<file path="config.mk">
export PLATFORM = sky130hd
export DESIGN_NAME = cpu_clock_switch_control
export DESIGN_NICKNAME = d
export VERILOG_FILES = /design/src/core/clk_ctrl_pkg.sv /design/src/core/switch_if.sv /design/src/core/cpu_clock_switch_control.sv /design/src/core/switch_delay.sv
export SDC_FILE = /design/constraint.sdc
export NUM_CORES = 1
export LEC_CHECK = 0
export ABC_AREA = 1
export BUFFER_PORTS_ARGS = -buffer_cell sky130_fd_sc_hd__clkbuf_2
export CORE_MARGIN = 4
export CORE_UTILIZATION = 56
export CTS_CLUSTER_DIAMETER = 120
export DETAILED_ROUTE_END_ITERATION = 8
export PLACE_DENSITY = 0.93
export SLEW_MARGIN = 20
export SYNTH_ARGS = -nofsm -noshare
export SYNTH_HDL_FRONTEND = slang
export SYNTH_SLANG_ARGS = --single-unit
</file>
<file path="constraint.sdc">
create_clock -name mclk -period 2.81 [get_ports mclk]
set_input_delay 0 -clock mclk [delete_from_list [all_inputs] [get_ports mclk]]
set_output_delay 0 -clock mclk [all_outputs]
set_load 0.1 [all_outputs]
</file>
<file path="src/core/clk_ctrl_pkg.sv">
package clk_ctrl_pkg;
  // ****************************************
  // Register map
  // ****************************************
  localparam logic [7:0] ADDR_PROC_CLK   = 8'h00;
  localparam logic [7:0] ADDR_OSC_MODE   = 8'h04;
  localparam logic [7:0] ADDR_PERIPH_SEL = 8'h08;

  // ****************************************
  // Field positions
  // ****************************************
  localparam int DIV_LSB        = 0;
  localparam int SRC_SEL_BIT    = 4;
  localparam int SRC_STAT_BIT   = 5;
  localparam int HS_STOP_BIT    = 0;
  localparam int LS_STOP_BIT    = 1;
  localparam int HS_STATE_BIT   = 7;
  localparam int PSEL_WATCH     = 0;
  localparam int PSEL_CLKOUT    = 1;
  localparam int PSEL_TMH1_LS   = 2;
  localparam int PSEL_TMH0_T50  = 3;
  localparam int PSEL_UART0_T50 = 4;
  localparam int PSEL_UART6_T50 = 5;
  localparam int PSEL_W         = 6;

  // ****************************************
  // Reset values and timing
  // ****************************************
  localparam logic [2:0] DIV_RST      = 3'h0;
  localparam logic [2:0] DIV_MAX      = 3'h4;
  localparam logic       SRC_MAIN     = 1'b0;
  localparam logic       SRC_SUB      = 1'b1;
  localparam int         DIV_BASE_CNT = 16;
  localparam int         SUB_EXIT_CNT = 2;
  localparam int         DLY_W        = 16;
endpackage : clk_ctrl_pkg

</file>
<file path="src/core/switch_if.sv">
`timescale 1ns/100ps
interface switch_if;
  logic        start;
  logic [15:0] count;
  logic        tick;
  logic        done;
  modport ctrl  (output start, output count, output tick, input done);
  modport timer (input start, input count, input tick, output done);
endinterface : switch_if

</file>
<file path="src/core/cpu_clock_switch_control.sv">
`timescale 1ns/100ps
// Function
// RULE_01 - Bit 5 of processor clock register reads which source drives CPU.
// RULE_02 - Writing one to high-speed stop bit halts the internal oscillator.
// RULE_03 - Software stops high-speed oscillator only when CPU runs elsewhere.
// RULE_04 - Software stops peripherals on that oscillator before stopping it.
// RULE_05 - Bits 0-2 pick main division; bit 4 picks main or subsystem.
// RULE_06 - New CPU setting takes effect only after a switchover delay.
// RULE_07 - Division change waits 16, 8, 4, 2 or 1 old clocks.
// RULE_08 - Main to sub waits scaled ratio cycles; sub to main waits two.
// RULE_09 - Software never changes division while moving from main to sub.
// RULE_10 - Division change together with sub to main return is accepted.
// RULE_11 - Peripheral clocks routed from their allowed selectable sources.
// RULE_12 - Software starts no pin-clocked peripheral while high-speed clocks stop.
// RULE_13 - Low-speed stop bit acts only when the option allows stopping.
// RULE_14 - High-speed stop control sits at bit 0 of oscillator mode register.
// RULE_15 - Bit 7 of oscillator mode register reports high-speed oscillator state.
// RULE_16 - Status follows only once delay ends and new clock drives CPU.
// RULE_17 - Reset returns all controls, CPU on internal high-speed oscillator.
module cpu_clock_switch_control
  import clk_ctrl_pkg::*;
#(
  parameter int FXP_PER_FSUB = 8
) (
  input  wire logic        mclk,
  input  wire logic        srst,
  input  wire logic        psel,
  input  wire logic        penable,
  input  wire logic        pwrite,
  input  wire logic [7:0]  paddr,
  input  wire logic [31:0] pwdata,
  output logic      [31:0] prdata,
  output logic             pready,
  output logic             pslverr,
  input  wire logic        mainTick,
  input  wire logic        subTick,
  input  wire logic        prsTick,
  input  wire logic        lsTick,
  input  wire logic        timerATick,
  input  wire logic        hsOscStatePin,
  input  wire logic        lsStoppableOptPin,
  output logic             cpuTick,
  output logic [2:0]       cpuDiv,
  output logic             cpuSource,
  output logic             hsOscRun,
  output logic             lsOscRun,
  output logic             wdtTick,
  output logic             watchTick,
  output logic             clkOutTick,
  output logic             tmrH1Tick,
  output logic             tmrH0Tick,
  output logic             uart0Tick,
  output logic             uart6Tick
);
  // ****************************************
  // State
  // ****************************************
  typedef struct packed {
    logic [1:0]        hsSync;
    logic [1:0]        optSync;
    logic [2:0]        reqDiv;
    logic              reqSrc;
    logic [2:0]        actDiv;
    logic              actSrc;
    logic              hsStop;
    logic              lsStop;
    logic [PSEL_W-1:0] psel;
    logic [3:0]        divCnt;
    logic              cpuTick;
    logic              hsRun;
    logic              lsRun;
    logic              wdt;
    logic              watch;
    logic              clkOut;
    logic              tmrH1;
    logic              tmrH0;
    logic              uart0;
    logic              uart6;
    logic              ready;
    logic              err;
    logic [31:0]       rdata;
  } ctrl_state_t;

  ctrl_state_t s_q;
  ctrl_state_t s_d;

  switch_if sw ();

  switch_delay switch_delay_i (
    .mclk (mclk),
    .srst (srst),
    .sw   (sw.timer)
  );

  function automatic logic mapped(input logic [7:0] a);
    mapped = (a == ADDR_PROC_CLK) || (a == ADDR_OSC_MODE) || (a == ADDR_PERIPH_SEL);
  endfunction : mapped

  function automatic logic [15:0] delay_for(input logic [2:0] oldDiv, input logic oldSrc,
                                            input logic newSrc);
    logic [15:0] v;
    v = 16'h0001;
    if (oldSrc == SRC_SUB) begin
      v = 16'(SUB_EXIT_CNT);  // RULE_08
    end else if (newSrc == SRC_SUB) begin
      v = 16'((2 * FXP_PER_FSUB) >> oldDiv);  // RULE_08
    end else begin
      v = 16'(DIV_BASE_CNT >> oldDiv);  // RULE_07
    end
    if (v == 16'h0000) begin
      v = 16'h0001;
    end
    delay_for = v;
  endfunction : delay_for

  logic        acc;
  logic        wrPcc;
  logic        mainDivTick;
  logic [3:0]  divMask;
  logic [2:0]  wDiv;
  logic        wSrc;

  // ****************************************
  // Next state
  // ****************************************
  always_comb begin
    s_d         = s_q;
    acc         = psel && penable && !s_q.ready;
    wrPcc       = 1'b0;
    wDiv        = pwdata[DIV_LSB+2:DIV_LSB];
    wSrc        = pwdata[SRC_SEL_BIT];
    sw.start    = 1'b0;
    sw.count    = 16'h0001;
    s_d.hsSync  = {s_q.hsSync[0], hsOscStatePin};
    s_d.optSync = {s_q.optSync[0], lsStoppableOptPin};
    s_d.ready   = acc;
    s_d.err     = acc && !mapped(paddr);

    if (acc && pwrite) begin
      unique case (paddr)
        ADDR_PROC_CLK: begin
          // Out-of-range division codes are not taken
          if (wDiv <= DIV_MAX) begin
            s_d.reqDiv = wDiv;  // RULE_05
            s_d.reqSrc = wSrc;  // RULE_05 RULE_10
            wrPcc      = 1'b1;
          end
        end
        ADDR_OSC_MODE: begin
          s_d.hsStop = pwdata[HS_STOP_BIT];  // RULE_02 RULE_14
          s_d.lsStop = pwdata[LS_STOP_BIT];
        end
        ADDR_PERIPH_SEL: s_d.psel = pwdata[PSEL_W-1:0];
        default: ;
      endcase
    end

    if (acc && !pwrite) begin
      s_d.rdata = 32'h0000_0000;
      unique case (paddr)
        ADDR_PROC_CLK: begin
          s_d.rdata[DIV_LSB+2:DIV_LSB] = s_q.reqDiv;
          s_d.rdata[SRC_SEL_BIT]       = s_q.reqSrc;
          s_d.rdata[SRC_STAT_BIT]      = s_q.actSrc;  // RULE_01
        end
        ADDR_OSC_MODE: begin
          s_d.rdata[HS_STOP_BIT]  = s_q.hsStop;
          s_d.rdata[LS_STOP_BIT]  = s_q.lsStop;
          s_d.rdata[HS_STATE_BIT] = s_q.hsSync[1];  // RULE_15
        end
        ADDR_PERIPH_SEL: s_d.rdata[PSEL_W-1:0] = s_q.psel;
        default: ;
      endcase
    end

    // Delay starts from the setting in force, so the old clock sets the pace
    if (wrPcc && (wDiv != s_q.actDiv || wSrc != s_q.actSrc)) begin
      sw.start = 1'b1;  // RULE_06
      sw.count = delay_for(s_q.actDiv, s_q.actSrc, wSrc);
    end
    if (sw.done) begin
      s_d.actDiv = s_q.reqDiv;  // RULE_16
      s_d.actSrc = s_q.reqSrc;  // RULE_16
    end

    // Old-setting CPU clock; divider free runs on the main tick
    divMask     = 4'((5'h01 << s_q.actDiv) - 5'h01);
    mainDivTick = mainTick && ((s_q.divCnt & divMask) == divMask);
    if (mainTick) begin
      s_d.divCnt = s_q.divCnt + 4'h1;
    end
    s_d.cpuTick = (s_q.actSrc == SRC_SUB) ? subTick : mainDivTick;
    sw.tick     = s_d.cpuTick;

    s_d.hsRun  = !s_q.hsStop;  // RULE_02
    s_d.lsRun  = !(s_q.lsStop && !s_q.optSync[1]);  // RULE_13
    s_d.wdt    = lsTick && s_d.lsRun;  // RULE_11
    s_d.watch  = s_q.psel[PSEL_WATCH] ? subTick : prsTick;  // RULE_11
    s_d.clkOut = s_q.psel[PSEL_CLKOUT] ? subTick : prsTick;  // RULE_11
    s_d.tmrH1  = s_q.psel[PSEL_TMH1_LS] ? (lsTick && s_d.lsRun) : prsTick;  // RULE_11
    s_d.tmrH0  = s_q.psel[PSEL_TMH0_T50] ? timerATick : prsTick;  // RULE_11
    s_d.uart0  = s_q.psel[PSEL_UART0_T50] ? timerATick : prsTick;  // RULE_11
    s_d.uart6  = s_q.psel[PSEL_UART6_T50] ? timerATick : prsTick;  // RULE_11
  end

  always_ff @(posedge mclk) begin
    if (srst) begin
      s_q        <= '0;  // RULE_17
      s_q.reqDiv <= DIV_RST;
      s_q.actDiv <= DIV_RST;
      s_q.reqSrc <= SRC_MAIN;
      s_q.actSrc <= SRC_MAIN;
      s_q.hsRun  <= 1'b1;
      s_q.lsRun  <= 1'b1;
    end else begin
      s_q <= s_d;
    end
  end

  // ****************************************
  // Outputs
  // ****************************************
  assign prdata     = s_q.rdata;
  assign pready     = s_q.ready;
  assign pslverr    = s_q.err;
  assign cpuTick    = s_q.cpuTick;
  assign cpuDiv     = s_q.actDiv;
  assign cpuSource  = s_q.actSrc;
  assign hsOscRun   = s_q.hsRun;
  assign lsOscRun   = s_q.lsRun;
  assign wdtTick    = s_q.wdt;
  assign watchTick  = s_q.watch;
  assign clkOutTick = s_q.clkOut;
  assign tmrH1Tick  = s_q.tmrH1;
  assign tmrH0Tick  = s_q.tmrH0;
  assign uart0Tick  = s_q.uart0;
  assign uart6Tick  = s_q.uart6;
endmodule : cpu_clock_switch_control

</file>
<file path="src/core/switch_delay.sv">
`timescale 1ns/100ps
module switch_delay
  import clk_ctrl_pkg::*;
(
  input wire logic mclk,
  input wire logic srst,
  switch_if.timer  sw
);
  typedef struct packed {
    logic             busy;
    logic [DLY_W-1:0] remain;
    logic             done;
  } dly_state_t;

  dly_state_t s_q;
  dly_state_t s_d;

  always_comb begin
    s_d      = s_q;
    s_d.done = 1'b0;
    if (sw.start) begin
      // Restart on a fresh request; the old target is abandoned
      s_d.busy   = 1'b1;
      s_d.remain = sw.count;
    end else if (s_q.busy && sw.tick) begin
      if (s_q.remain <= 16'h0001) begin
        s_d.busy = 1'b0;
        s_d.done = 1'b1;  // RULE_06
      end else begin
        s_d.remain = s_q.remain - 16'h0001;
      end
    end
  end

  always_ff @(posedge mclk) begin
    if (srst) begin
      s_q <= '0;
    end else begin
      s_q <= s_d;
    end
  end

  assign sw.done = s_q.done;
endmodule : switch_delay

</file>
Word level (Yosys, flattened, before mapping)
Cells that the tools add are included.

Register bits: 61. Input port bits: 52. Output and inout port bits: 48. Word-level logic and storage cells: 95.

Add/subtract/negate cells: 3. Order comparisons: 2. Eq/ne operators: 6. Shift operators: 2. Multiplexer cells: 25. Bitwise logic cells: 2. Reduce and logical (&&, ||, !) cells: 29.

Operators by type and width (count): two-way mux 16 bit (5); two-way mux 18 bit (1); two-way mux 17 bit (1); less-or-equal comparator 16 x 1 -> 1 bit, second input constant (1); logical NOT 16 bit (1); right shift 5 x 3 -> 16 bit, first input constant (1); subtractor 16 x 1 -> 16 bit, second input constant (1); two-way mux 1 bit (15); logical AND 1 bit (10); equality test 8 x 3 -> 1 bit, second input constant (1); equality test 8 x 4 -> 1 bit, second input constant (1); logical NOT 8 bit (1); AND reduction 2 bit (4); logical NOT 1 bit (6); one-hot mux 2 bit (3 select lines) (1); adder 4 x 1 -> 4 bit, second input constant (1); bitwise AND 4 bit (1); equality test 4 bit (1); one-hot mux 2 bit (2 select lines) (1); nonzero test 2 bit (2); << shifter 1 x 3 -> 4 bit, first input constant (1); subtractor 4 x 1 -> 4 bit, second input constant (1); less-or-equal comparator 3 bit, second input constant (1); logical OR 1 bit (3); 7 further kinds (7).

Depth between registers and ports, before layout
Gate-level depths: netlist of run 1.

Depth after elaboration: 10. Mapped depth: 15. Depth with buffers taken out: 14.

Modules after synthesis
Synthesis of run 1 repeated with hierarchy kept, for this count alone.

Cell total of the unflattened synthesis: 527. Area total of the unflattened synthesis: 3528.4 um2.

By module, submodules not included: cpu_clock_switch_control (times used 1, cells an instance 284, area an instance 2139.6 um2); switch_delay (times used 1, cells an instance 243, area an instance 1388.8 um2).

Least setup slack after synthesis of run 1
Ideal clock, no wire load.

Kind: register -> register. Start point: register s_q (netlist bit cpuSource). End point: register switch_delay_i.s_q[12] (netlist name). Arrival time: 2007 ps. Data required time: 2743 ps. Slack: 735 ps. Cell stages (with the launch flop): 12. Period minus slack after synthesis: 2075 ps. Cells stage by stage: dfxtp_1 > inv_2 > nand2_1 > nand2_1 > clkinv_1 > nand2_1 > nor2_4 > nor2_4 > nor2_4 > buf_6 > nand3_1 > a21oi_2.

Word-level cells in the longest chain between the ends: 6. Elaborated cells on any way between the ends: 15. Classes of those cells: 2 x eq/ne; 7 x mux; 6 x reduce/logical.

Ends and longest elaborated chain: start: declaration (line cpu_clock_switch_control.sv:84) `ctrl_state_t s_q;`; two-way mux 16 bit / != test 1 bit (equally long branches) (line cpu_clock_switch_control.sv:103, cpu_clock_switch_control.sv:177); two-way mux 16 bit / logical OR 1 bit (equally long branches) (line cpu_clock_switch_control.sv:177) `if (wrPcc && (wDiv != s_q.actDiv || wSrc != s_q.actSrc)) begin`; logical NOT 16 bit / logical AND 1 bit (equally long branches) (line cpu_clock_switch_control.sv:110, cpu_clock_switch_control.sv:177); two-way mux 16 bit / two-way mux 1 bit (equally long branches) (line cpu_clock_switch_control.sv:110, cpu_clock_switch_control.sv:177); two-way mux 16 bit, or another cell as far along (line cpu_clock_switch_control.sv:177); two-way mux 17 bit / AND reduction 2 bit (equally long branches); end signal: assignment (line switch_delay.sv:37) `s_q <= '0;`; end signal: assignment (line switch_delay.sv:39) `s_q <= s_d;`; end: declaration (line switch_delay.sv:15) `dly_state_t s_q;`.

Parallel ways exist; a longest one is shown, timed or not. The select of a mux whose other input is x is not followed. A chain may end at the register's enable or synchronous reset.

Worst setup path in the final report of run 1
Start point: register s_q (netlist bit cpuDiv[0]). End point: register switch_delay_i.s_q[12] (netlist name).

Word-level cells in the longest chain between the ends: 9. Elaborated cells on any way between the ends: 21. Classes of those cells: 1 x add/sub; 3 x eq/ne; 2 x shift; 7 x mux; 1 x bitwise; 7 x reduce/logical.

Ends and longest elaborated chain: << shifter 1 x 3 -> 4 bit (line cpu_clock_switch_control.sv:187) `divMask = 4'((5'h01 << s_q.actDiv) - 5'h01);`; subtractor 4 x 1 -> 4 bit (line cpu_clock_switch_control.sv:187); bitwise AND 4 bit (line cpu_clock_switch_control.sv:188) `mainDivTick = mainTick && ((s_q.divCnt & divMask) == divMask);`; equality test 4 bit (line cpu_clock_switch_control.sv:188); logical AND 1 bit (line cpu_clock_switch_control.sv:188); two-way mux 1 bit (line cpu_clock_switch_control.sv:192) `s_d.cpuTick = (s_q.actSrc == SRC_SUB) ? subTick : mainDivTick;`; logical AND 1 bit (line switch_delay.sv:25) `end else if (s_q.busy && sw.tick) begin`; nonzero test 2 bit (no line); AND reduction 2 bit (no line).

Parallel ways exist; a longest one is shown, timed or not. The select of a mux whose other input is x is not followed.

==> results of run 1 <==
==> area by class of cell <==
| class | count | area, um2 | area share, % |
|---|---|---|---|
| clock inverters | 6 | 110 | 2.86 |
| inverters | 64 | 240 | 6.25 |
| flip-flops and latches | 61 | 1220 | 31.8 |
| clock buffers | 10 | 138 | 3.58 |
| multi-input cells | 340 | 1670 | 43.5 |
| well taps | 75 | 93.8 | 2.44 |
| repair buffers | 61 | 370 | 9.63 |
==> stage by stage <==
| step | instance area [um2] | std cells | power [uW] | worst slack, ns | hold WS, ns |
|---|---|---|---|---|---|
| 2_1_floorplan | 3480 | 512 | 1200 | 0.735 | 0.107 |
| 3_3_place_gp | 3470 | 588 | 1210 | 0.690 | 0.201 |
| 3_5_place_dp | 3470 | 588 | 1210 | 0.565 | 0.200 |
| 4_1_cts | 3840 | 617 | 2190 | 0.561 | 0.00277 |
| 5_1_grt | 3840 | 617 | 2250 | 0.343 | 0.0500 |
| 6_report | 3840 | 617 | 2190 | 0.534 | 0.0311 |
==> final timing paths <==
check,startpoint,end,slack [ns],depth (start not counted)
worst max-delay path,cpuDiv[0],switch_delay_i.s_q[12],0.53,10
worst max register to register,cpuDiv[0],switch_delay_i.s_q[12],0.53,10
worst min-delay path,prsTick,tmrH0Tick,0.03,3
worst min register to register,s_d[65],s_q[65],0.41,2
==> power groups by stage <==
| stage | registers (uW) | logic (uW) | clock network, uW |
|---|---|---|---|
| floorplan | 957 | 242 | 0 |
| global placement | 905 | 303 | 0 |
| detailed placement | 906 | 308 | 0 |
| CTS | 886 | 323 | 985 |
| global route | 887 | 339 | 1020 |
| finish | 886 | 324 | 978 |
==> logic make-up (layout without fill, tap and decap cells) <==
logic type,Yosys count,count (layout)
other cells,1,25
xor+xnor,13,13
simple gates,218,218
flops,61,61
compound gates,80,80
buf+inv,111,141
fa+ha+maj,4,4
==> worst max-delay path, cell delays in order, from the launching register on <==
cell      delay (ns)
dfxtp_1         0.51
nand3_1         0.17
ha_1            0.30
inv_1           0.03
nand2_1         0.05
nand3_1         0.08
nor2_2          0.12
nand2_2         0.11
a21boi_2        0.48
nand3_1         0.19
a21oi_2         0.17
==> what timing repair did <==
item	CTS	global route
endpoints found under the hold margin	21	0
hold buffers	13	0
gates resized for setup	0	0
==> Yosys cell counts, types with 3 or more instances <==
master	instances	area, um2
inv_2	3	11.3
xor2_1	11	96.3
nand2_2	6	37.5
buf_6	4	45.0
nand3_1	48	240
nor2_4	5	56.3
o21ai_0	34	170
nand4_1	4	25.0
ha_1	4	50.1
nor3_1	3	15.0
clkbuf_1	5	18.8
nor2_2	3	18.8
nor2_1	57	214
inv_1	60	225
buf_4	36	270
dfxtp_1	61	1220
nand2_1	86	323
a21oi_1	39	195
==> per-layer routing <==
metal	GRT usage, %	vias up	part of all wire (%)
li1	-	1588	-
met1	26.7	1524	38
met2	40.5	167	51
met3	4.80	17	8.1
met4	10.9	0	2.4
met5	0	-	0
==> flip-flops by register name, indices dropped and copies added, names as in the netlist, 2 cells and up <==
signal	cells
switch_delay_i.s_q	17
s_q	18
cpuDiv	3
s_d	2
prdata	7
==> results.md, run 1 <==
- Filler cell count in the final layout: around 500
- Area overhead of the layout relative to synthesis: 13.6%
- Layout cell share with drive strength beyond 1: between 10% and 20%
- Total detailed-routing wirelength: approximately 8200 um
- Boundary pin count: 100
- Post-synthesis cell type count: 35
- Sequential power share: ~41%
- Worst hold-check path type: in -> reg
- Worst vdd ir: between 0.3 and 0.4 mV
- Outcome: finished clean
- Kind of end point of the critical path: flop
- Data arrival time at the worst-slack endpoint: 2.54 ns
- Routed WL per cell: about 13 um
- Most common cell after layout, fill and taps aside: nand2_1
- Unrepaired setup endpoints after global routing: no
- Pin count of the biggest net entering global routing: 36
- Clock group share of total power: approximately 45%
- Buffers added on ports: 48
- Die Footprint: roughly 0.0074 mm2
- Kind of critical path: reg -> reg
- # nets final: 593
- Diode count: 0
- Async SR Flop Fraction: 0%
- Synthesized cell area: between 0.003 and 0.004 mm2
- Deepest level of the CTS H-tree: 3
- Multiplexer share of the synthesized area: 0%
- Rel. slew slack: around 39%
- Final worst path period share: between 80% and 90%
- 1st-iter DRT viols: between 150 and 200
- Post-synth EDFFs: 0
- Highest Clock Rate: about 440 MHz
- Synth Flop Type: dfxtp_1
- Total via count after detailed routing: 3296
- Clock root buffer master: clkbuf_8
- Per-instance average area after synthesis: around 6.9 um2
- Final count of hold timing violations: 0
- Placer congestion estimate: a little over 0.9
- Synthesized-area fraction occupied by ao, oa, aoi and oai cells: roughly 12%
- Tightest Pin Transition: 0.921 ns
- DRC: 0
- Simple-gate portion of the synthesized area: around 29%
- Worst-Skew Late Latency: 0.34 ns
- Effective utilization at floorplan: 57.5%
- Worst-path fanout max: 11
- Switching power as a share of total power: 29.7%
- Global-route wire length before repair: 13700 um
- Number of storage elements in the synthesis netlist: between 60 and 70
- Shortest clock period the worst path allows after layout: about 2.3 ns
- Post CTS Setup Buffer Count: 0
- Count of TritonRoute iterations in the first routing pass: 7
- Switching power total: 650 uW
- GRT overflow: 0
- Final core utilization: approximately two thirds
- HPWL after detailed placement: between 5000 and 6000 um
- Endpoint required time on the critical path: 3.08 ns
- Power share of the combinational group: 14.8%
- CTS tree: yes
- Synthesized instance count: around 490
- Height of the chip: approximately 86 um
- Sink count of the clock tree: just over 60
- Clock-pin slew on the worst setup and hold paths: 0.07 ns
- Setup TNS Final: 0 ns
- Number of setup violations in the final report: 0
- Synth Warn #: 0
- Antenna violations before repair: 0
- Die width: about 86 um
- Nature of the critical path startpoint: flop
- Num rows: 28
- Xor and xnor area share after synthesis: 3.36%
- Global router's overall resource usage: between 20% and 30%
- Most frequent cells in the layout: nand2_1 (86), dfxtp_1 (61), inv_1 (60)
- Number of global-route vias before repair: 3121
- Main combinational cell family by area after synthesis: simple AND/OR/NAND/NOR gates
- Max-cap violations: 0
- Ratio of routed vias to standard cells: roughly 5.3
- Total CTS buffers: 9
- Post-route clock skew: around 0.006 ns
- Leak Pwr: between 0.0015 and 0.002 uW
- Arithmetic-cell share of the synthesized area counting full adders, half adders and majority gates: ~1.5%
- Internal power summed over all cells: 1540 uW
- Cell Pwr Density: roughly 570 mW/mm2
- Detail Route Antenna Nets: 0
- Core Area: roughly 0.006 mm2
- Share of the yosys chip area belonging to registers: a little over a third
- Slew Limit Fails: 0
- CTS max path bufs: 2
No activity file was read; power rests on OpenSTA's default activity.
==> run 2, diff against run 1 <==
--- a/config.mk
+++ b/config.mk
@@ -8,10 +8,10 @@
 export ABC_AREA = 1
 export BUFFER_PORTS_ARGS = -buffer_cell sky130_fd_sc_hd__clkbuf_2
 export CORE_MARGIN = 4
-export CORE_UTILIZATION = 56
+export CORE_UTILIZATION = 52
 export CTS_CLUSTER_DIAMETER = 120
 export DETAILED_ROUTE_END_ITERATION = 8
-export PLACE_DENSITY = 0.93
+export PLACE_DENSITY = 0.87
 export SLEW_MARGIN = 20
 export SYNTH_ARGS = -nofsm -noshare
 export SYNTH_HDL_FRONTEND = slang
==> constraint.sdc (replaced) <==
create_clock -name mclk -period 2.1 [get_ports mclk]
set_input_delay 0 -clock mclk [delete_from_list [all_inputs] [get_ports mclk]]
set_output_delay 0 -clock mclk [all_outputs]
set_load 0.1 [all_outputs]
==> run 2 against run 1 <==
  * Core utilization decreased by 3.8 points
  * Largest cell class unchanged
  * Sequential share of layout area decreased by 0.48 points
  * Critical endpoint is now switch_delay_i.s_q[5]
  * First-iteration DRC count decreased by 1.6%
  * Critical path type unchanged
  * Largest power group unchanged
  * Highest routed layer unchanged
  * Cell count increased by 1.8%
==> results.md, run 2 (synthesis gave the netlist of run 1 again) <==
- Family of cells with the greatest summed delay on the critical path: simple AND/OR/NAND/NOR gates (unchanged)
- Boundary pin count: 100 (unchanged)
- Most common cell after layout, fill and taps aside: nand2_1 (unchanged)
- Sink count of the clock tree: 61 (unchanged)
- Detail Route Antenna Nets: 0 (unchanged)
- Area overhead of the layout relative to synthesis: 15.3% (was 13.6%)
- Filler cell count in the final layout: 550 (was 497)
- Leak Pwr: 0.00194 uW (was 0.00190 uW)
- Placer congestion estimate: 0.906 (was 0.914)
- Endpoint required time on the critical path: 2.35 ns (was 3.08 ns)
- Global-route wire length before repair: 12500 um (was 13700 um)
- Final core utilization: 61.5% (was 65.3%)
- Clock-pin slew on the worst setup and hold paths: 0.08 ns (was 0.07 ns)
- # nets final: 602 (was 593)
- Number of global-route vias before repair: 2922 (was 3121)
- Max reg flops: 18 (unchanged)
- Pin count of the biggest net entering global routing: 31 (was 36)
- Setup TNS Final: 0 ns (unchanged)
- Deepest level of the CTS H-tree: 3 (unchanged)
- CTS max path bufs: 2 (unchanged)
- Global router's overall resource usage: 20.1% (was 23.1%)
- Max-cap violations: 0 (unchanged)
- Total via count after detailed routing: 3227 (was 3296)
- Delay of the slowest cell on the worst path: 0.35 ns (was 0.51 ns)
- Total buffers and inverters traversed by the critical path: 1 (unchanged)
- Final worst path period share: 90.9% (was 81.0%)
- Internal power summed over all cells: 1930 uW (was 1540 uW)
- CP Cell Sequence: nor2_4 > nand2_1 > ha_1 > inv_1 > nand2_1 > nand3_1 > nor2_2 > nand2_2 > nand2_4 > nand2_2 > nand2_1 > nand2_2 > nor2_1 > nor2_1 (was nand3_1 > ha_1 > inv_1 > nand2_1 > nand3_1 > nor2_2 > nand2_2 > a21boi_2 > nand3_1 > a21oi_2)
- Effective utilization at floorplan: 53.3% (was 57.5%)
- Routed WL per cell: 12.2 um (was 13.3 um)
- Switching power total: 912 uW (was 650 uW)
- Cell Pwr Density: 729 mW/mm2 (was 569 mW/mm2)
- Clock root buffer master: clkbuf_8 (unchanged)
- 1st-iter DRT viols: 181 (was 184)
- Worst vdd ir: 0.511 mV (was 0.340 mV)
- Slew Limit Fails: 0 (unchanged)
- Shortest clock period the worst path allows after layout: 1.91 ns (was 2.28 ns)
- CP max-delay cell: dfxtp_1 (unchanged)
- Total detailed-routing wirelength: 7690 um (was 8220 um)
- Worst-case reg-to-reg path depth: 14 (was 10)
- Switching power as a share of total power: 32.0% (was 29.7%)
- Ratio of routed vias to standard cells: 5.14 (was 5.34)
- Rel. slew slack: 50.0% (was 38.5%)
- Terminating pin of the worst hold path: prdata[7] (was tmrH0Tick)
- Most heavily used metal layer in global routing: met2 (unchanged)
- Count of TritonRoute iterations in the first routing pass: 5 (was 7)
- Outcome: finished clean (unchanged)
- Worst-Skew Late Latency: 0.35 ns (was 0.34 ns)
- Power share of the combinational group: 15.5% (was 14.8%)
- Number of cells on the worst hold path: 5 (was 3)
- Height of the chip: 88.7 um (was 85.8 um)
- GR Layer Usage met3: 4.75% (was 4.80%)
- Core Area: 0.00635 mm2 (was 0.00589 mm2)
- Die Footprint: 0.00787 mm2 (was 0.00735 mm2)
- Antenna violations before repair: 0 (unchanged)
- Post-route cell area: 0.00390 mm2 (was 0.00384 mm2)
- Highest Clock Rate: 524 MHz (was 439 MHz)
- Final count of hold timing violations: 0 (unchanged)
- HPWL after detailed placement: 5460 um (was 5670 um)
- Post-route clock skew: 0.0110 ns (was 0.00584 ns)
- GRT overflow: 0 (unchanged)
- Source of the worst hold timing path: paddr[2] (was prsTick)
- DRC: 0 (unchanged)
- Kind of end point of the critical path: flop (unchanged)
- Num rows: 29 (was 28)
- Global routing usage on met2: 35.5% (was 40.5%)
- Total CTS buffers: 9 (unchanged)
- Nature of the critical path startpoint: flop (unchanged)
- Clock group share of total power: 42.9% (was 44.7%)
- Unrepaired setup endpoints after global routing: no (unchanged)
- Diode count: 0 (unchanged)
- Buffers added on ports: 48 (unchanged)
- Most frequent cells in the layout: nand2_1 (86), dfxtp_1 (61), inv_1 (59) (was nand2_1 (86), dfxtp_1 (61), inv_1 (60))
- Post-place instance area: 0.00351 mm2 (was 0.00347 mm2)
- Post CTS Setup Buffer Count: 0 (unchanged)
- Worst reg2reg path startpoint: cpuDiv[0] (unchanged)
- Worst hold-check path type: in -> reg (unchanged)
- Die width: 88.7 um (was 85.8 um)
- Number of setup violations in the final report: 0 (unchanged)
- Reg-to-reg slack, setup: 0.19 ns (was 0.53 ns)
- Tightest Pin Transition: 0.749 ns (was 0.921 ns)
- Register with the most flip-flops: s_q (unchanged)
- Layout cell share with drive strength beyond 1: 17.2% (was 16.2%)
- Worst-path fanout max: 6 (was 11)
- Kind of critical path: reg -> reg (unchanged)
- Data arrival time at the worst-slack endpoint: 2.15 ns (was 2.54 ns)
- CTS tree: yes (unchanged)
- Sequential power share: 41.6% (was 40.5%)
- Met1 global-route usage: 23.9% (was 26.7%)
- Reg-to-reg critical path endpoint: switch_delay_i.s_q[5] (was switch_delay_i.s_q[12])
-- run 2: cell count changes in the layout (fill, tap and decap cells not counted) --
| cell | before | now |
|---|---|---|
| inv_1 | 60 | 59 |
| clkinvlp_4 | 2 | 1 |
| bufinv_16 | 3 | 2 |
| inv_8 | 0 | 1 |
| buf_4 | 0 | 6 |
| clkinv_2 | 1 | 0 |
| clkbuf_8 | 10 | 9 |
| inv_6 | 0 | 3 |
| dlygate4sd3_1 | 13 | 16 |
| inv_2 | 3 | 4 |
-- run 2: final cells by class --
| cell class | instances | area [um2] | area share (%) |
|---|---|---|---|
| inverters | 64 | 240 | 6.15 |
| multi-input cells | 340 | 1670 | 42.8 |
| repair buffers | 70 | 445 | 11.4 |
| clock inverters | 7 | 105 | 2.69 |
| clock buffers | 9 | 124 | 3.17 |
| well taps | 77 | 96.3 | 2.47 |
| flip-flops and latches | 61 | 1220 | 31.3 |
-- run 2: power groups by stage --
stage	combinational [uW]	sequential, uW	clock [uW]
6_report	441	1180	1220
5_1_grt	462	1190	1290
4_1_cts	438	1180	1230
3_5_place_dp	413	1210	0
3_3_place_gp	408	1210	0
2_1_floorplan	324	1280	0
-- run 2: per-layer routing --
metal,vias to the layer above,routed length (um)
met3,6,556
li1,1614,-
met1,1499,3210
met2,108,3850
met5,-,0
met4,0,73
-- run 2: worst min-delay path, stage by stage --
cell,delay (ns)
clkbuf_2,0.09
inv_1,0.08
nor4_2,0.08
nand2_1,0.06
a21oi_1,0.05
-- run 2: worst max path at each step --
stage,from,end,slack [ns],cells past startpoint
global route,cpuDiv[0],switch_delay_i.s_q[5],0.01,14
floorplan,cpuSource,switch_delay_i.s_q[12],0.03,11
detailed placement,cpuDiv[0],switch_delay_i.s_q[5],0.21,14
CTS,cpuDiv[0],switch_delay_i.s_q[5],0.19,14
finish,cpuDiv[0],switch_delay_i.s_q[5],0.19,14
global placement,cpuDiv[0],switch_delay_i.s_q[5],0.26,14
-- run 2: timing repair --
action | CTS | global route
hold buffers | 16 | 0
gates resized for setup | 0 | 1
setup endpoints to repair | 0 | 1
hold endpoints to repair | 27 | 0
-- run 2: through the flow --
step	total power, uW	std cells	hold slack (ns)	worst slack (ns)
6_report	2850	628	0.0538	0.192
5_1_grt	2940	628	0.0686	0.0137
4_1_cts	2850	628	0.0460	0.192
3_5_place_dp	1620	596	0.206	0.212
3_3_place_gp	1620	596	0.200	0.261
2_1_floorplan	1610	512	0.107	0.0252
